$ cat config.mk
export PLATFORM = sky130hd
export DESIGN_NAME = tmr_match_regs
export DESIGN_NICKNAME = d
export VERILOG_FILES = /design/src/tmr_match_regs.v
export VERILOG_INCLUDE_DIRS = /design/src
export SDC_FILE = /design/constraint.sdc
export NUM_CORES = 1
export LEC_CHECK = 0
export BUFFER_PORTS_ARGS = -buffer_cell sky130_fd_sc_hd__clkbuf_2
export CORE_UTILIZATION = 30
export DETAILED_ROUTE_END_ITERATION = 7
export PLACE_DENSITY_LB_ADDON = 0.15
export SLEW_MARGIN = 20
export SYNTH_ARGS = -nofsm -noshare
export SYNTH_HDL_FRONTEND = slang
export SYNTH_SLANG_ARGS = --single-unit
export TNS_END_PERCENT = 10
$ cat constraint.sdc
create_clock -name pclk -period 3.57 [get_ports pclk]
set_input_delay 0.1785 -clock pclk [delete_from_list [all_inputs] [get_ports pclk]]
set_output_delay 0.1785 -clock pclk [all_outputs]
set_load 0.005 [all_outputs]
$ cat src/tmr_defs.vh
// constants for the timer match, prescale and count readback block
// assumes a 32-bit apb slave with byte addresses on paddr[11:0]
`ifndef TMR_DEFS_VH
`define TMR_DEFS_VH

// register byte offsets
`define TMR_OFF_A_MATCH    12'h030
`define TMR_OFF_B_MATCH    12'h034
`define TMR_OFF_A_PS       12'h038
`define TMR_OFF_B_PS       12'h03c
`define TMR_OFF_A_PM       12'h040
`define TMR_OFF_B_PM       12'h044
`define TMR_OFF_A_CNT      12'h048
`define TMR_OFF_B_CNT      12'h04c
`define TMR_OFF_IRQ_STAT   12'h050
`define TMR_OFF_IRQ_MASK   12'h054

// reset values
`define TMR_RST_MATCH      16'hffff
`define TMR_RST_CNT        16'hffff
`define TMR_RST_PS         8'h00
`define TMR_RST_EV         4'h0

// field positions
`define TMR_UP_HI          31
`define TMR_UP_LO          16
`define TMR_LO_HI          15
`define TMR_PS_HI          7

// timer mode codes on a_mode / b_mode
`define TMR_MODE_PERIODIC  2'h0
`define TMR_MODE_RTC       2'h1
`define TMR_MODE_EDGE      2'h2
`define TMR_MODE_PWM       2'h3

// event bits of the status and mask registers
`define TMR_EV_A_TIMEOUT   0
`define TMR_EV_A_MATCH     1
`define TMR_EV_B_TIMEOUT   2
`define TMR_EV_B_MATCH     3
`define TMR_EV_W           4

`endif

$ cat src/tmr_match_regs.v
// match, prescale, prescale-match and count readback registers of a
// dual timer, with a small counting engine and an event interrupt.
// assumes an apb master on pclk, mode and interval load from the
// configuration block outside, and edge inputs synchronous to pclk.
//
// The APB slave port is this design's own decision.
`timescale 1ns/100ps
`include "tmr_defs.vh"

module tmr_match_regs (
  input  wire        pclk,         // bus and timer clock
  input  wire        presetn,      // async reset, active low
  input  wire        pce,          // clock enable, freezes state when low
  input  wire        psel,         // apb select
  input  wire        penable,      // apb access phase
  input  wire        pwrite,       // apb direction, high for write
  input  wire [11:0] paddr,        // apb byte address
  input  wire [31:0] pwdata,       // apb write data
  output reg  [31:0] prdata,       // apb read data, registered
  output wire        pready,       // apb ready
  output wire        pslverr,      // apb error on unmapped address
  input  wire        cfg_32bit,    // timers joined as one 32-bit timer
  input  wire [1:0]  a_mode,       // timer a mode code
  input  wire [1:0]  b_mode,       // timer b mode code
  input  wire [15:0] a_interval_load, // timer a interval load value
  input  wire [15:0] b_interval_load, // timer b interval load value
  input  wire [1:0]  run,          // per-timer enable, bit 0 is timer a
  input  wire [1:0]  edge_in,      // per-timer edge event pulse
  output wire [1:0]  pwm_out,      // per-timer pwm output, registered
  output wire [1:0]  match_ev,     // per-timer match event pulse
  output wire [1:0]  timeout_ev,   // per-timer time-out event pulse
  output wire        irq           // level interrupt, masked status
);

  // software-visible state
  reg  [15:0] a_match_lower_q;     // a match low half
  reg  [15:0] a_match_upper_q;     // a match high half, 32-bit only
  reg  [15:0] b_match_lower_q;     // b match value
  reg  [7:0]  a_prescale_q;        // a prescale value
  reg  [7:0]  b_prescale_q;        // b prescale value
  reg  [7:0]  a_pmatch_q;          // a prescale match value
  reg  [7:0]  b_pmatch_q;          // b prescale match value
  reg  [3:0]  stat_q;              // sticky event status
  reg  [3:0]  mask_q;              // event mask, one enables
  reg  [3:0]  stat_d;              // next status

  // per-timer engine state, flattened so the generate can drive slices
  wire [31:0] cnt_all;             // {b counter, a counter}
  wire [31:0] stamp_all;           // {b stamp, a stamp}
  wire [1:0]  step;                // counter advances this cycle
  wire [1:0]  m_ev;                // match events
  wire [1:0]  t_ev;                // time-out events
  wire [1:0]  pwm_q_all;           // pwm levels

  // free-running time base sampled as edge timestamp
  reg  [15:0] tbase_q;             // time base counter

  // bus decode
  wire        setup    = psel & ~penable;             // apb setup phase
  wire        access   = psel & penable;              // apb access phase
  wire        hit_a_m  = (paddr == `TMR_OFF_A_MATCH);
  wire        hit_b_m  = (paddr == `TMR_OFF_B_MATCH);
  wire        hit_a_ps = (paddr == `TMR_OFF_A_PS);
  wire        hit_b_ps = (paddr == `TMR_OFF_B_PS);
  wire        hit_a_pm = (paddr == `TMR_OFF_A_PM);
  wire        hit_b_pm = (paddr == `TMR_OFF_B_PM);
  wire        hit_a_c  = (paddr == `TMR_OFF_A_CNT);
  wire        hit_b_c  = (paddr == `TMR_OFF_B_CNT);
  wire        hit_st   = (paddr == `TMR_OFF_IRQ_STAT);
  wire        hit_mk   = (paddr == `TMR_OFF_IRQ_MASK);
  wire        hit_any  = hit_a_m | hit_b_m | hit_a_ps | hit_b_ps |
                         hit_a_pm | hit_b_pm | hit_a_c | hit_b_c |
                         hit_st | hit_mk;
  wire        wr_en    = pce & access & pwrite & hit_any; // write strobe

  // a frozen block must not complete transfers, so ready follows pce
  assign pready  = pce;
  assign pslverr = access & ~hit_any;

  // per-timer views of the registers for the generate loop
  wire [31:0] match_all = {b_match_lower_q, a_match_lower_q};
  wire [15:0] ps_all    = {b_prescale_q, a_prescale_q};
  wire [15:0] pm_all    = {b_pmatch_q, a_pmatch_q};
  wire [31:0] load_all  = {b_interval_load, a_interval_load};
  wire [3:0]  mode_all  = {b_mode, a_mode};

  // joined 32-bit view for rtc and 32-bit down counting
  wire [31:0] match32  = {a_match_upper_q, a_match_lower_q};
  wire        rtc32    = cfg_32bit & (a_mode == `TMR_MODE_RTC);
  wire [31:0] cnt32_nx = cnt_all + 32'h0000_0001;
  wire        all_zero = (cnt_all == 32'h0000_0000);

  // time base keeps running while the block is clocked
  always @(posedge pclk or negedge presetn) begin
    if (!presetn) begin
      tbase_q <= 16'h0000;
    end else if (pce) begin
      tbase_q <= tbase_q + 16'h0001;
    end
  end

  genvar gi;
  generate
    for (gi = 0; gi < 2; gi = gi + 1) begin : g_tmr
      reg  [15:0] cnt_q;           // counter
      reg  [15:0] stamp_q;         // last edge timestamp
      reg  [7:0]  psc_q;           // prescaler down counter
      reg         pwm_q;           // pwm level
      wire [1:0]  md     = mode_all[2*gi+1:2*gi];
      wire [15:0] mval   = match_all[16*gi+15:16*gi];
      wire [15:0] lval   = load_all[16*gi+15:16*gi];
      wire [7:0]  psv    = ps_all[8*gi+7:8*gi];
      wire [7:0]  pmv    = pm_all[8*gi+7:8*gi];
      wire        is_edg = ~cfg_32bit & (md == `TMR_MODE_EDGE);
      wire        is_pwm = ~cfg_32bit & (md == `TMR_MODE_PWM);
      // prescaler only in 16-bit counting modes; edge mode counts edges
      wire        use_ps = ~cfg_32bit & ~is_edg;
      wire        ps_end = (psc_q == 8'h00);
      wire [15:0] cnt_dn = cnt_q - 16'h0001;
      // timer b in 32-bit mode borrows from timer a, or takes its carry in rtc
      wire        chain  = (gi == 1) ? (cnt_all[15:0] == 16'h0000)
                                     : 1'b1;
      wire        carry  = (gi == 1) ? (cnt_all[15:0] == 16'hffff)
                                     : 1'b1;
      wire        stp    = cfg_32bit ?
                           (run[0] & (rtc32 ? carry : chain)) :
                           (is_edg ? (run[gi] & edge_in[gi]) :
                                     (run[gi] & ps_end));

      assign step[gi] = stp;

      // match event; other modes ignore the match value entirely
      if (gi == 0) begin : g_ma
        assign m_ev[gi] = cfg_32bit ?
          (rtc32 & run[0] & (cnt32_nx == match32)) :
          (stp & ((is_edg & (cnt_dn == mval)) |
                  (is_pwm & ({cnt_q, psc_q} ==
                             {mval, pmv}))));
      end else begin : g_mb
        assign m_ev[gi] = ~cfg_32bit &
          (stp & ((is_edg & (cnt_dn == mval)) |
                  (is_pwm & ({cnt_q, psc_q} ==
                             {mval, pmv}))));
      end

      // time-out: reload point of the 16-bit or joined counter
      if (gi == 0) begin : g_ta
        assign t_ev[gi] = cfg_32bit ? (~rtc32 & run[0] & all_zero)
                                    : (stp & (cnt_q == 16'h0000));
      end else begin : g_tb
        assign t_ev[gi] = ~cfg_32bit & stp & (cnt_q == 16'h0000);
      end

      // prescaler: one counter step per full prescale period
      always @(posedge pclk or negedge presetn) begin
        if (!presetn) begin
          psc_q <= `TMR_RST_PS;
        end else if (pce) begin
          if (!use_ps || !run[gi] || ps_end) begin
            psc_q <= psv;
          end else begin
            psc_q <= psc_q - 8'h01;
          end
        end
      end

      // counter: up in 32-bit rtc, down with reload otherwise
      always @(posedge pclk or negedge presetn) begin
        if (!presetn) begin
          cnt_q <= `TMR_RST_CNT;
        end else if (pce && stp) begin
          if (rtc32) begin
            cnt_q <= cnt32_nx[16*gi+15:16*gi];
          end else if (cfg_32bit) begin
            // joined down count reloads only when both halves are zero
            if (all_zero) begin
              cnt_q <= lval;
            end else if (cnt_q == 16'h0000) begin
              cnt_q <= 16'hffff;
            end else begin
              cnt_q <= cnt_dn;
            end
          end else if (is_edg && cnt_dn == mval) begin
            cnt_q <= lval;
          end else if (cnt_q == 16'h0000) begin
            cnt_q <= lval;
          end else begin
            cnt_q <= cnt_dn;
          end
        end
      end

      // timestamp of the most recent edge in edge-count mode
      always @(posedge pclk or negedge presetn) begin
        if (!presetn) begin
          stamp_q <= `TMR_RST_CNT;
        end else if (pce && is_edg && run[gi] && edge_in[gi]) begin
          stamp_q <= tbase_q;
        end
      end

      // pwm high above the match point: load and match set the duty
      always @(posedge pclk or negedge presetn) begin
        if (!presetn) begin
          pwm_q <= 1'b0;
        end else if (pce) begin
          pwm_q <= is_pwm & run[gi] &
                   ({cnt_q, psc_q} > {mval, pmv});
        end
      end

      assign cnt_all[16*gi+15:16*gi]   = cnt_q;
      assign stamp_all[16*gi+15:16*gi] = stamp_q;
      assign pwm_q_all[gi]             = pwm_q;
    end
  endgenerate

  assign match_ev   = m_ev;
  assign timeout_ev = t_ev;
  assign pwm_out    = pwm_q_all;

  // count readback per timer: live value, or stamp in edge mode
  wire a_edge_rd = ~cfg_32bit & (a_mode == `TMR_MODE_EDGE);
  wire b_edge_rd = ~cfg_32bit & (b_mode == `TMR_MODE_EDGE);
  wire [15:0] a_cnt_rd = a_edge_rd ? stamp_all[15:0]
                                   : cnt_all[15:0];
  wire [15:0] b_cnt_rd = b_edge_rd ? stamp_all[31:16]
                                   : cnt_all[31:16];

  // read mux, reserved bits read as zero
  reg [31:0] rd_d;                 // read data for the decoded address
  always @* begin
    rd_d = 32'h0000_0000;
    if (hit_a_m) begin
      // upper half hidden in 16-bit mode
      rd_d = {(cfg_32bit ? a_match_upper_q : 16'h0000),
              a_match_lower_q};
    end else if (hit_b_m) begin
      rd_d = {16'h0000, b_match_lower_q};
    end else if (hit_a_ps) begin
      rd_d = {24'h00_0000, a_prescale_q};
    end else if (hit_b_ps) begin
      rd_d = {24'h00_0000, b_prescale_q};
    end else if (hit_a_pm) begin
      rd_d = {24'h00_0000, a_pmatch_q};
    end else if (hit_b_pm) begin
      rd_d = {24'h00_0000, b_pmatch_q};
    end else if (hit_a_c) begin
      rd_d = {(cfg_32bit ? cnt_all[31:16] : 16'h0000),
              a_cnt_rd};
    end else if (hit_b_c) begin
      rd_d = {16'h0000, b_cnt_rd};
    end else if (hit_st) begin
      rd_d = {28'h000_0000, stat_q};
    end else if (hit_mk) begin
      rd_d = {28'h000_0000, mask_q};
    end
  end

  // read data captured in setup so it stands through the access phase
  always @(posedge pclk or negedge presetn) begin
    if (!presetn) begin
      prdata <= 32'h0000_0000;
    end else if (pce && setup && !pwrite) begin
      prdata <= rd_d;
    end
  end

  // software registers, written in the access phase
  always @(posedge pclk or negedge presetn) begin
    if (!presetn) begin
      a_match_lower_q <= `TMR_RST_MATCH;
      a_match_upper_q <= `TMR_RST_MATCH;
      b_match_lower_q <= `TMR_RST_MATCH;
      a_prescale_q    <= `TMR_RST_PS;
      b_prescale_q    <= `TMR_RST_PS;
      a_pmatch_q      <= `TMR_RST_PS;
      b_pmatch_q      <= `TMR_RST_PS;
      mask_q          <= `TMR_RST_EV;
    end else if (wr_en) begin
      if (hit_a_m) begin
        a_match_lower_q <= pwdata[`TMR_LO_HI:0];
        // upper half only takes writes when the timers are joined
        if (cfg_32bit) begin
          a_match_upper_q <= pwdata[`TMR_UP_HI:`TMR_UP_LO];
        end
      end
      if (hit_b_m) begin
        b_match_lower_q <= pwdata[`TMR_LO_HI:0];
      end
      if (hit_a_ps) begin
        a_prescale_q <= pwdata[`TMR_PS_HI:0];
      end
      if (hit_b_ps) begin
        b_prescale_q <= pwdata[`TMR_PS_HI:0];
      end
      if (hit_a_pm) begin
        a_pmatch_q <= pwdata[`TMR_PS_HI:0];
      end
      if (hit_b_pm) begin
        b_pmatch_q <= pwdata[`TMR_PS_HI:0];
      end
      if (hit_mk) begin
        mask_q <= pwdata[`TMR_EV_W-1:0];
      end
    end
  end

  // sticky status: write one clears, a new event wins over the clear
  always @* begin
    stat_d = stat_q;
    if (wr_en && hit_st) begin
      stat_d = stat_q & ~pwdata[`TMR_EV_W-1:0];
    end
    stat_d[`TMR_EV_A_TIMEOUT] = stat_d[`TMR_EV_A_TIMEOUT] | t_ev[0];
    stat_d[`TMR_EV_A_MATCH]   = stat_d[`TMR_EV_A_MATCH]   | m_ev[0];
    stat_d[`TMR_EV_B_TIMEOUT] = stat_d[`TMR_EV_B_TIMEOUT] | t_ev[1];
    stat_d[`TMR_EV_B_MATCH]   = stat_d[`TMR_EV_B_MATCH]   | m_ev[1];
  end

  always @(posedge pclk or negedge presetn) begin
    if (!presetn) begin
      stat_q <= `TMR_RST_EV;
    end else if (pce) begin
      stat_q <= stat_d;
    end
  end

  assign irq = |(stat_q & mask_q);

endmodule // tmr_match_regs

==> report_table.html <==
<table>
<tr><th>Metric</th><th>Value</th></tr>
<tr><th colspan="2">Pwr</th></tr>
<tr><td>Overall Power</td><td>11.6 mW</td></tr>
<tr><td>Combinational Power Share</td><td>42.3%</td></tr>
<tr><td>Power density over the cells</td><td>585 nW/um^2</td></tr>
<tr><td>Share of total power consumed by net switching</td><td>41.3%</td></tr>
<tr><td>Sequential group share of total power</td><td>32.3%</td></tr>
<tr><td>Peak supply drop</td><td>0.000366 V</td></tr>
<tr><td>Net switching power</td><td>4.81 mW</td></tr>
<tr><td>Leakage dissipation</td><td>8.43 nW</td></tr>
<tr><td>Internal power</td><td>6.84 mW</td></tr>
<tr><td>Part of the power in the clock network</td><td>25.4%</td></tr>
<tr><th colspan="2">Global route</th></tr>
<tr><td>GRT Util Overall</td><td>25.7%</td></tr>
<tr><td>First-pass GRT wire length</td><td>102 mm</td></tr>
<tr><td>Number of antenna violations at the first check in global routing</td><td>1</td></tr>
<tr><td>Global route total overflow</td><td>0</td></tr>
<tr><td>Vias in the first global route</td><td>15,300</td></tr>
<tr><td>Largest net degree at the start of global routing</td><td>109</td></tr>
<tr><th colspan="2">Setup path</th></tr>
<tr><td>Crit Reg-Reg Startpoint</td><td>g_tmr[1].cnt_q[4]$_DFFE_PN1P_</td></tr>
<tr><td>Critical path's slowest cell</td><td>or4_4</td></tr>
<tr><td>Flop-to-flop setup slack</td><td>50 ps</td></tr>
<tr><td>Cell type with the highest occurrence count on the critical path</td><td>or4_4</td></tr>
<tr><td>CP required</td><td>3390 ps</td></tr>
<tr><td>Largest stage delay on the critical path</td><td>600 ps</td></tr>
<tr><td>Startpoint kind of the worst setup timing path</td><td>register</td></tr>
<tr><td>Worst path arrival time</td><td>3390 ps</td></tr>
<tr><td>Highest fanout seen on the critical path</td><td>8</td></tr>
<tr><td>Type of destination of the critical path</td><td>primary output</td></tr>
<tr><td>Critical-path cell list</td><td>or4_4 -&gt; o41a_1 -&gt; a211o_1 -&gt; a32oi_2 -&gt; or4_4 -&gt; o22ai_2 -&gt; a32o_2 -&gt; clkbuf_2</td></tr>
<tr><td>Number of cells traversed by the worst register-to-register path</td><td>19</td></tr>
<tr><td>Worst Path Class, Setup</td><td>reg -&gt; out</td></tr>
<tr><td>Crit path from</td><td>g_tmr[0].cnt_q[3]$_DFFE_PN1P_</td></tr>
<tr><th colspan="2">Timing</th></tr>
<tr><td>Final setup viols</td><td>0</td></tr>
<tr><td>Final count of pins violating max slew</td><td>0</td></tr>
<tr><td>Worst slew pin tran</td><td>954 ps</td></tr>
<tr><td>Remaining max-slew budget at the tightest pin</td><td>36.4%</td></tr>
<tr><td>Worst-case clock skew</td><td>28.7 ps</td></tr>
<tr><td>Fmax</td><td>280 MHz</td></tr>
<tr><td>Worst hold-check slack</td><td>23.1 ps</td></tr>
<tr><td>Number of hold violations in the final report</td><td>0</td></tr>
<tr><td>Clock period minus worst slack</td><td>3570 ps</td></tr>
<tr><td>Final clock period utilization by the worst path</td><td>100%</td></tr>
<tr><td>Worst Slack Setup Final</td><td>0.423 ps</td></tr>
<tr><td>Setup repair after global routing missed its margin</td><td>true</td></tr>
<tr><th colspan="2">Yosys</th></tr>
<tr><td>Dominant cells by area after synthesis</td><td>dfstp_2 (19%), dfrtp_1 (17%), mux2_2 (7.2%)</td></tr>
<tr><td>Seq cells post-synth</td><td>218</td></tr>
<tr><td>Synthesized area per cell</td><td>8.74 um^2</td></tr>
<tr><td>Cell area after technology mapping</td><td>15,800 um^2</td></tr>
<tr><td>Synthesized instance count</td><td>1,808</td></tr>
<tr><td>Async SR Flop Fraction</td><td>100%</td></tr>
<tr><td>Share of the yosys chip area belonging to registers</td><td>35.4%</td></tr>
<tr><td>Top cell types by occurrence after synthesis</td><td>nand2_1 (156), nor2_1 (154), o21ai_0 (119)</td></tr>
<tr><td>Cell type with the highest aggregate area in the netlist</td><td>dfstp_2</td></tr>
<tr><td>Post-synthesis net count</td><td>1,957</td></tr>
<tr><td>Post-synth top area share</td><td>18.6%</td></tr>
<tr><td>Most used DFF post-synth</td><td>dfstp_2</td></tr>
<tr><td>Library cell with the highest instance count after synthesis</td><td>nand2_1</td></tr>
<tr><td>Number of enable flip-flop cells after synthesis</td><td>0</td></tr>
<tr><td>Synth warn</td><td>0</td></tr>
<tr><td>Number of distinct library cells after synthesis</td><td>90</td></tr>
<tr><th colspan="2">Placement</th></tr>
<tr><td>Dpl cell area</td><td>17,500 um^2</td></tr>
<tr><td>Global placement routability congestion</td><td>0.930</td></tr>
<tr><td>Post-placement worst setup slack</td><td>103 ps</td></tr>
<tr><td>Input/output buffers</td><td>131</td></tr>
<tr><td>Final HPWL DP</td><td>52.1 mm</td></tr>
<tr><td># placed instances</td><td>2,585</td></tr>
<tr><th colspan="2">Cells and area</th></tr>
<tr><td>Cell area after layout</td><td>19,900 um^2</td></tr>
<tr><td>Fillers</td><td>5,280</td></tr>
<tr><td>Number of nets in the final layout</td><td>2,209</td></tr>
<tr><td>Synthesis-to-layout area growth</td><td>26.1%</td></tr>
<tr><td>Layout cells sized above 1</td><td>30.8%</td></tr>
<tr><td>Number of inserted diodes</td><td>0</td></tr>
<tr><td>Final cell count without fillers</td><td>2,762</td></tr>
<tr><th colspan="2">Outcome</th></tr>
<tr><td>Run status</td><td>complete, no violations</td></tr>
<tr><th colspan="2">Routing</th></tr>
<tr><td>Via/cell ratio</td><td>5.65</td></tr>
<tr><td>Number of detailed-route iterations in the first pass</td><td>6</td></tr>
<tr><td>Average wire per cell in the routed design</td><td>25.2 um</td></tr>
<tr><td>Vias after detailed routing</td><td>15,600</td></tr>
<tr><td>DRC violation total after the first TritonRoute iteration</td><td>1,486</td></tr>
<tr><td>Number of design rule violations left after detail routing</td><td>0</td></tr>
<tr><td>Total routed wirelength</td><td>69.7 mm</td></tr>
<tr><td>Final ANT Viol Nets</td><td>0</td></tr>
<tr><th colspan="2">Run</th></tr>
<tr><td>Maximum capacitance violations</td><td>0</td></tr>
<tr><th colspan="2">Die</th></tr>
<tr><td>Horizontal die dimension</td><td>231 um</td></tr>
<tr><td>Floorplan row count</td><td>83</td></tr>
<tr><td>Die Ht</td><td>231 um</td></tr>
<tr><td>Initial Utilization</td><td>30.6%</td></tr>
<tr><td>Placeable Area</td><td>51,600 um^2</td></tr>
<tr><td>Die outline area</td><td>53,600 um^2</td></tr>
<tr><td>I/O pin count</td><td>132</td></tr>
<tr><th colspan="2">Clocking</th></tr>
<tr><td>Sink count of the clock tree</td><td>218</td></tr>
<tr><td>Clock-pin slew of the registers on the worst-case setup and hold paths</td><td>60 ps</td></tr>
<tr><td>Latest clock arrival within the worst-skew pair</td><td>590 ps</td></tr>
<tr><td>Deepest level of the CTS H-tree</td><td>1</td></tr>
<tr><td>CTS tree</td><td>built</td></tr>
<tr><td>Clock buffers created by TritonCTS</td><td>28</td></tr>
<tr><td>Root buffer cell</td><td>clkbuf_16</td></tr>
<tr><td>Maximum buffer depth of the clock tree</td><td>3</td></tr>
<tr><th colspan="2">Worst hold path</th></tr>
<tr><td>Number of cells on the worst hold path</td><td>3</td></tr>
<tr><td>Startpoint of the tightest hold check path</td><td>pwdata[0]</td></tr>
<tr><td>Type of the worst min-delay path</td><td>in -&gt; reg</td></tr>
</table>
[cell type report]
type	count	area, um^2	share of cell area (%)
Clock buffer	36	792	3.98
Clock inverter	16	155	0.779
Inverter	67	251	1.26
Multi-Input combinational cell	1403	9770	49.0
Sequential cell	218	5640	28.3
Tap cell	680	851	4.27
Timing Repair Buffer	342	2460	12.4
[worst max-delay path: cells and delay by family, from the launching register on]
kind	cells	cell delay (ps)
AOI/OAI and AO/OA	5	1370
buffers and inverters	1	140
DFF	1	510
and+or+nand+nor	2	800
[final timing paths]
kind | to
max in group asynchronous | g_tmr[1].stamp_q[11]$_DFFE_PN1P_
worst max-delay path | match_ev[0]
worst min-delay path | b_match_lower_q[0]$_DFFE_PN1P_
min in group asynchronous | g_tmr[1].pwm_q$_DFFE_PN0P_
worst min register to register | tbase_q[15]$_DFFE_PN0P_
worst max register to register | g_tmr[1].cnt_q[14]$_DFFE_PN1P_
[per-layer routing]
metal | part of all wire, % | GRT usage, % | routed length, um | up-vias
li1 | - | - | - | 7163
met1 | 45 | 35.2 | 31400 | 7747
met2 | 45 | 40.9 | 31700 | 582
met3 | 5.9 | 4.13 | 4120 | 110
met4 | 3.5 | 8.84 | 2460 | 0
met5 | 0 | 0 | 0 | -
[power groups by stage]
stage                     logic [mW]  clock network (mW)  registers (mW)
after CTS                       4.51                3.01            3.79
after global routing            5.26                3.11            3.80
after global placement          3.86                   0            3.87
after floorplan                 2.80                   0            3.21
final                           4.93                2.96            3.76
after detailed placement        3.84                   0            3.87
[cell families (layout without fill, tap and decap cells)]
group	after synthesis	count (layout)	synth area share, %
adders and majority gates	58	58	4.59
xor gates and xnor gates	97	97	5.64
muxes	123	123	8.60
buffers and inverters	187	461	4.85
and+or+nand+nor	664	664	21.8
AOI/OAI and AO/OA	461	461	19.1
DFF	218	218	35.4
[cell usage in the layout, fill, tap and decap left out, drive strengths merged, types with 45 or more instances in the layout]
master,synthesis,routed
nand2,156,156
inv,67,67
nor3,72,72
dfrtp,106,106
mux2,101,101
clkbuf,88,165
buf,32,156
nand3,45,45
a21oi,117,117
o21ai,120,120
nor2,155,155
xnor2,58,58
ha,58,58
dlygate4sd3,0,57
dfstp,112,112
nand4,50,50
[metrics by stage]
| step | util, % | setup TNS, ps |
|---|---|---|
| after floorplan | - | 0 |
| after CTS | 38.0 | -30.4 |
| after global routing | 38.6 | -139 |
| after detailed placement | 33.9 | 0 |
| after global placement | 33.9 | 0 |
| final | 38.6 | 0 |
[sequential cells by signal, summed over array words and instances, names as in the netlist, 16 cells and up]
name and cells:
a_match_lower_q 16, g_tmr.psc_q 16, prdata 32, b_match_lower_q 16, a_match_upper_q 16, tbase_q 16, g_tmr.cnt_q 32, g_tmr.stamp_q 32
[repair_timing]
item	CTS	global route
hold endpoints to repair	117	0
hold buffers	57	0
cloned	0	0
pin swaps	14	8
resized for setup	55	28
endpoints found under the setup margin	2	7
setup buffers	50	18
(Power assumes the default switching activity.)
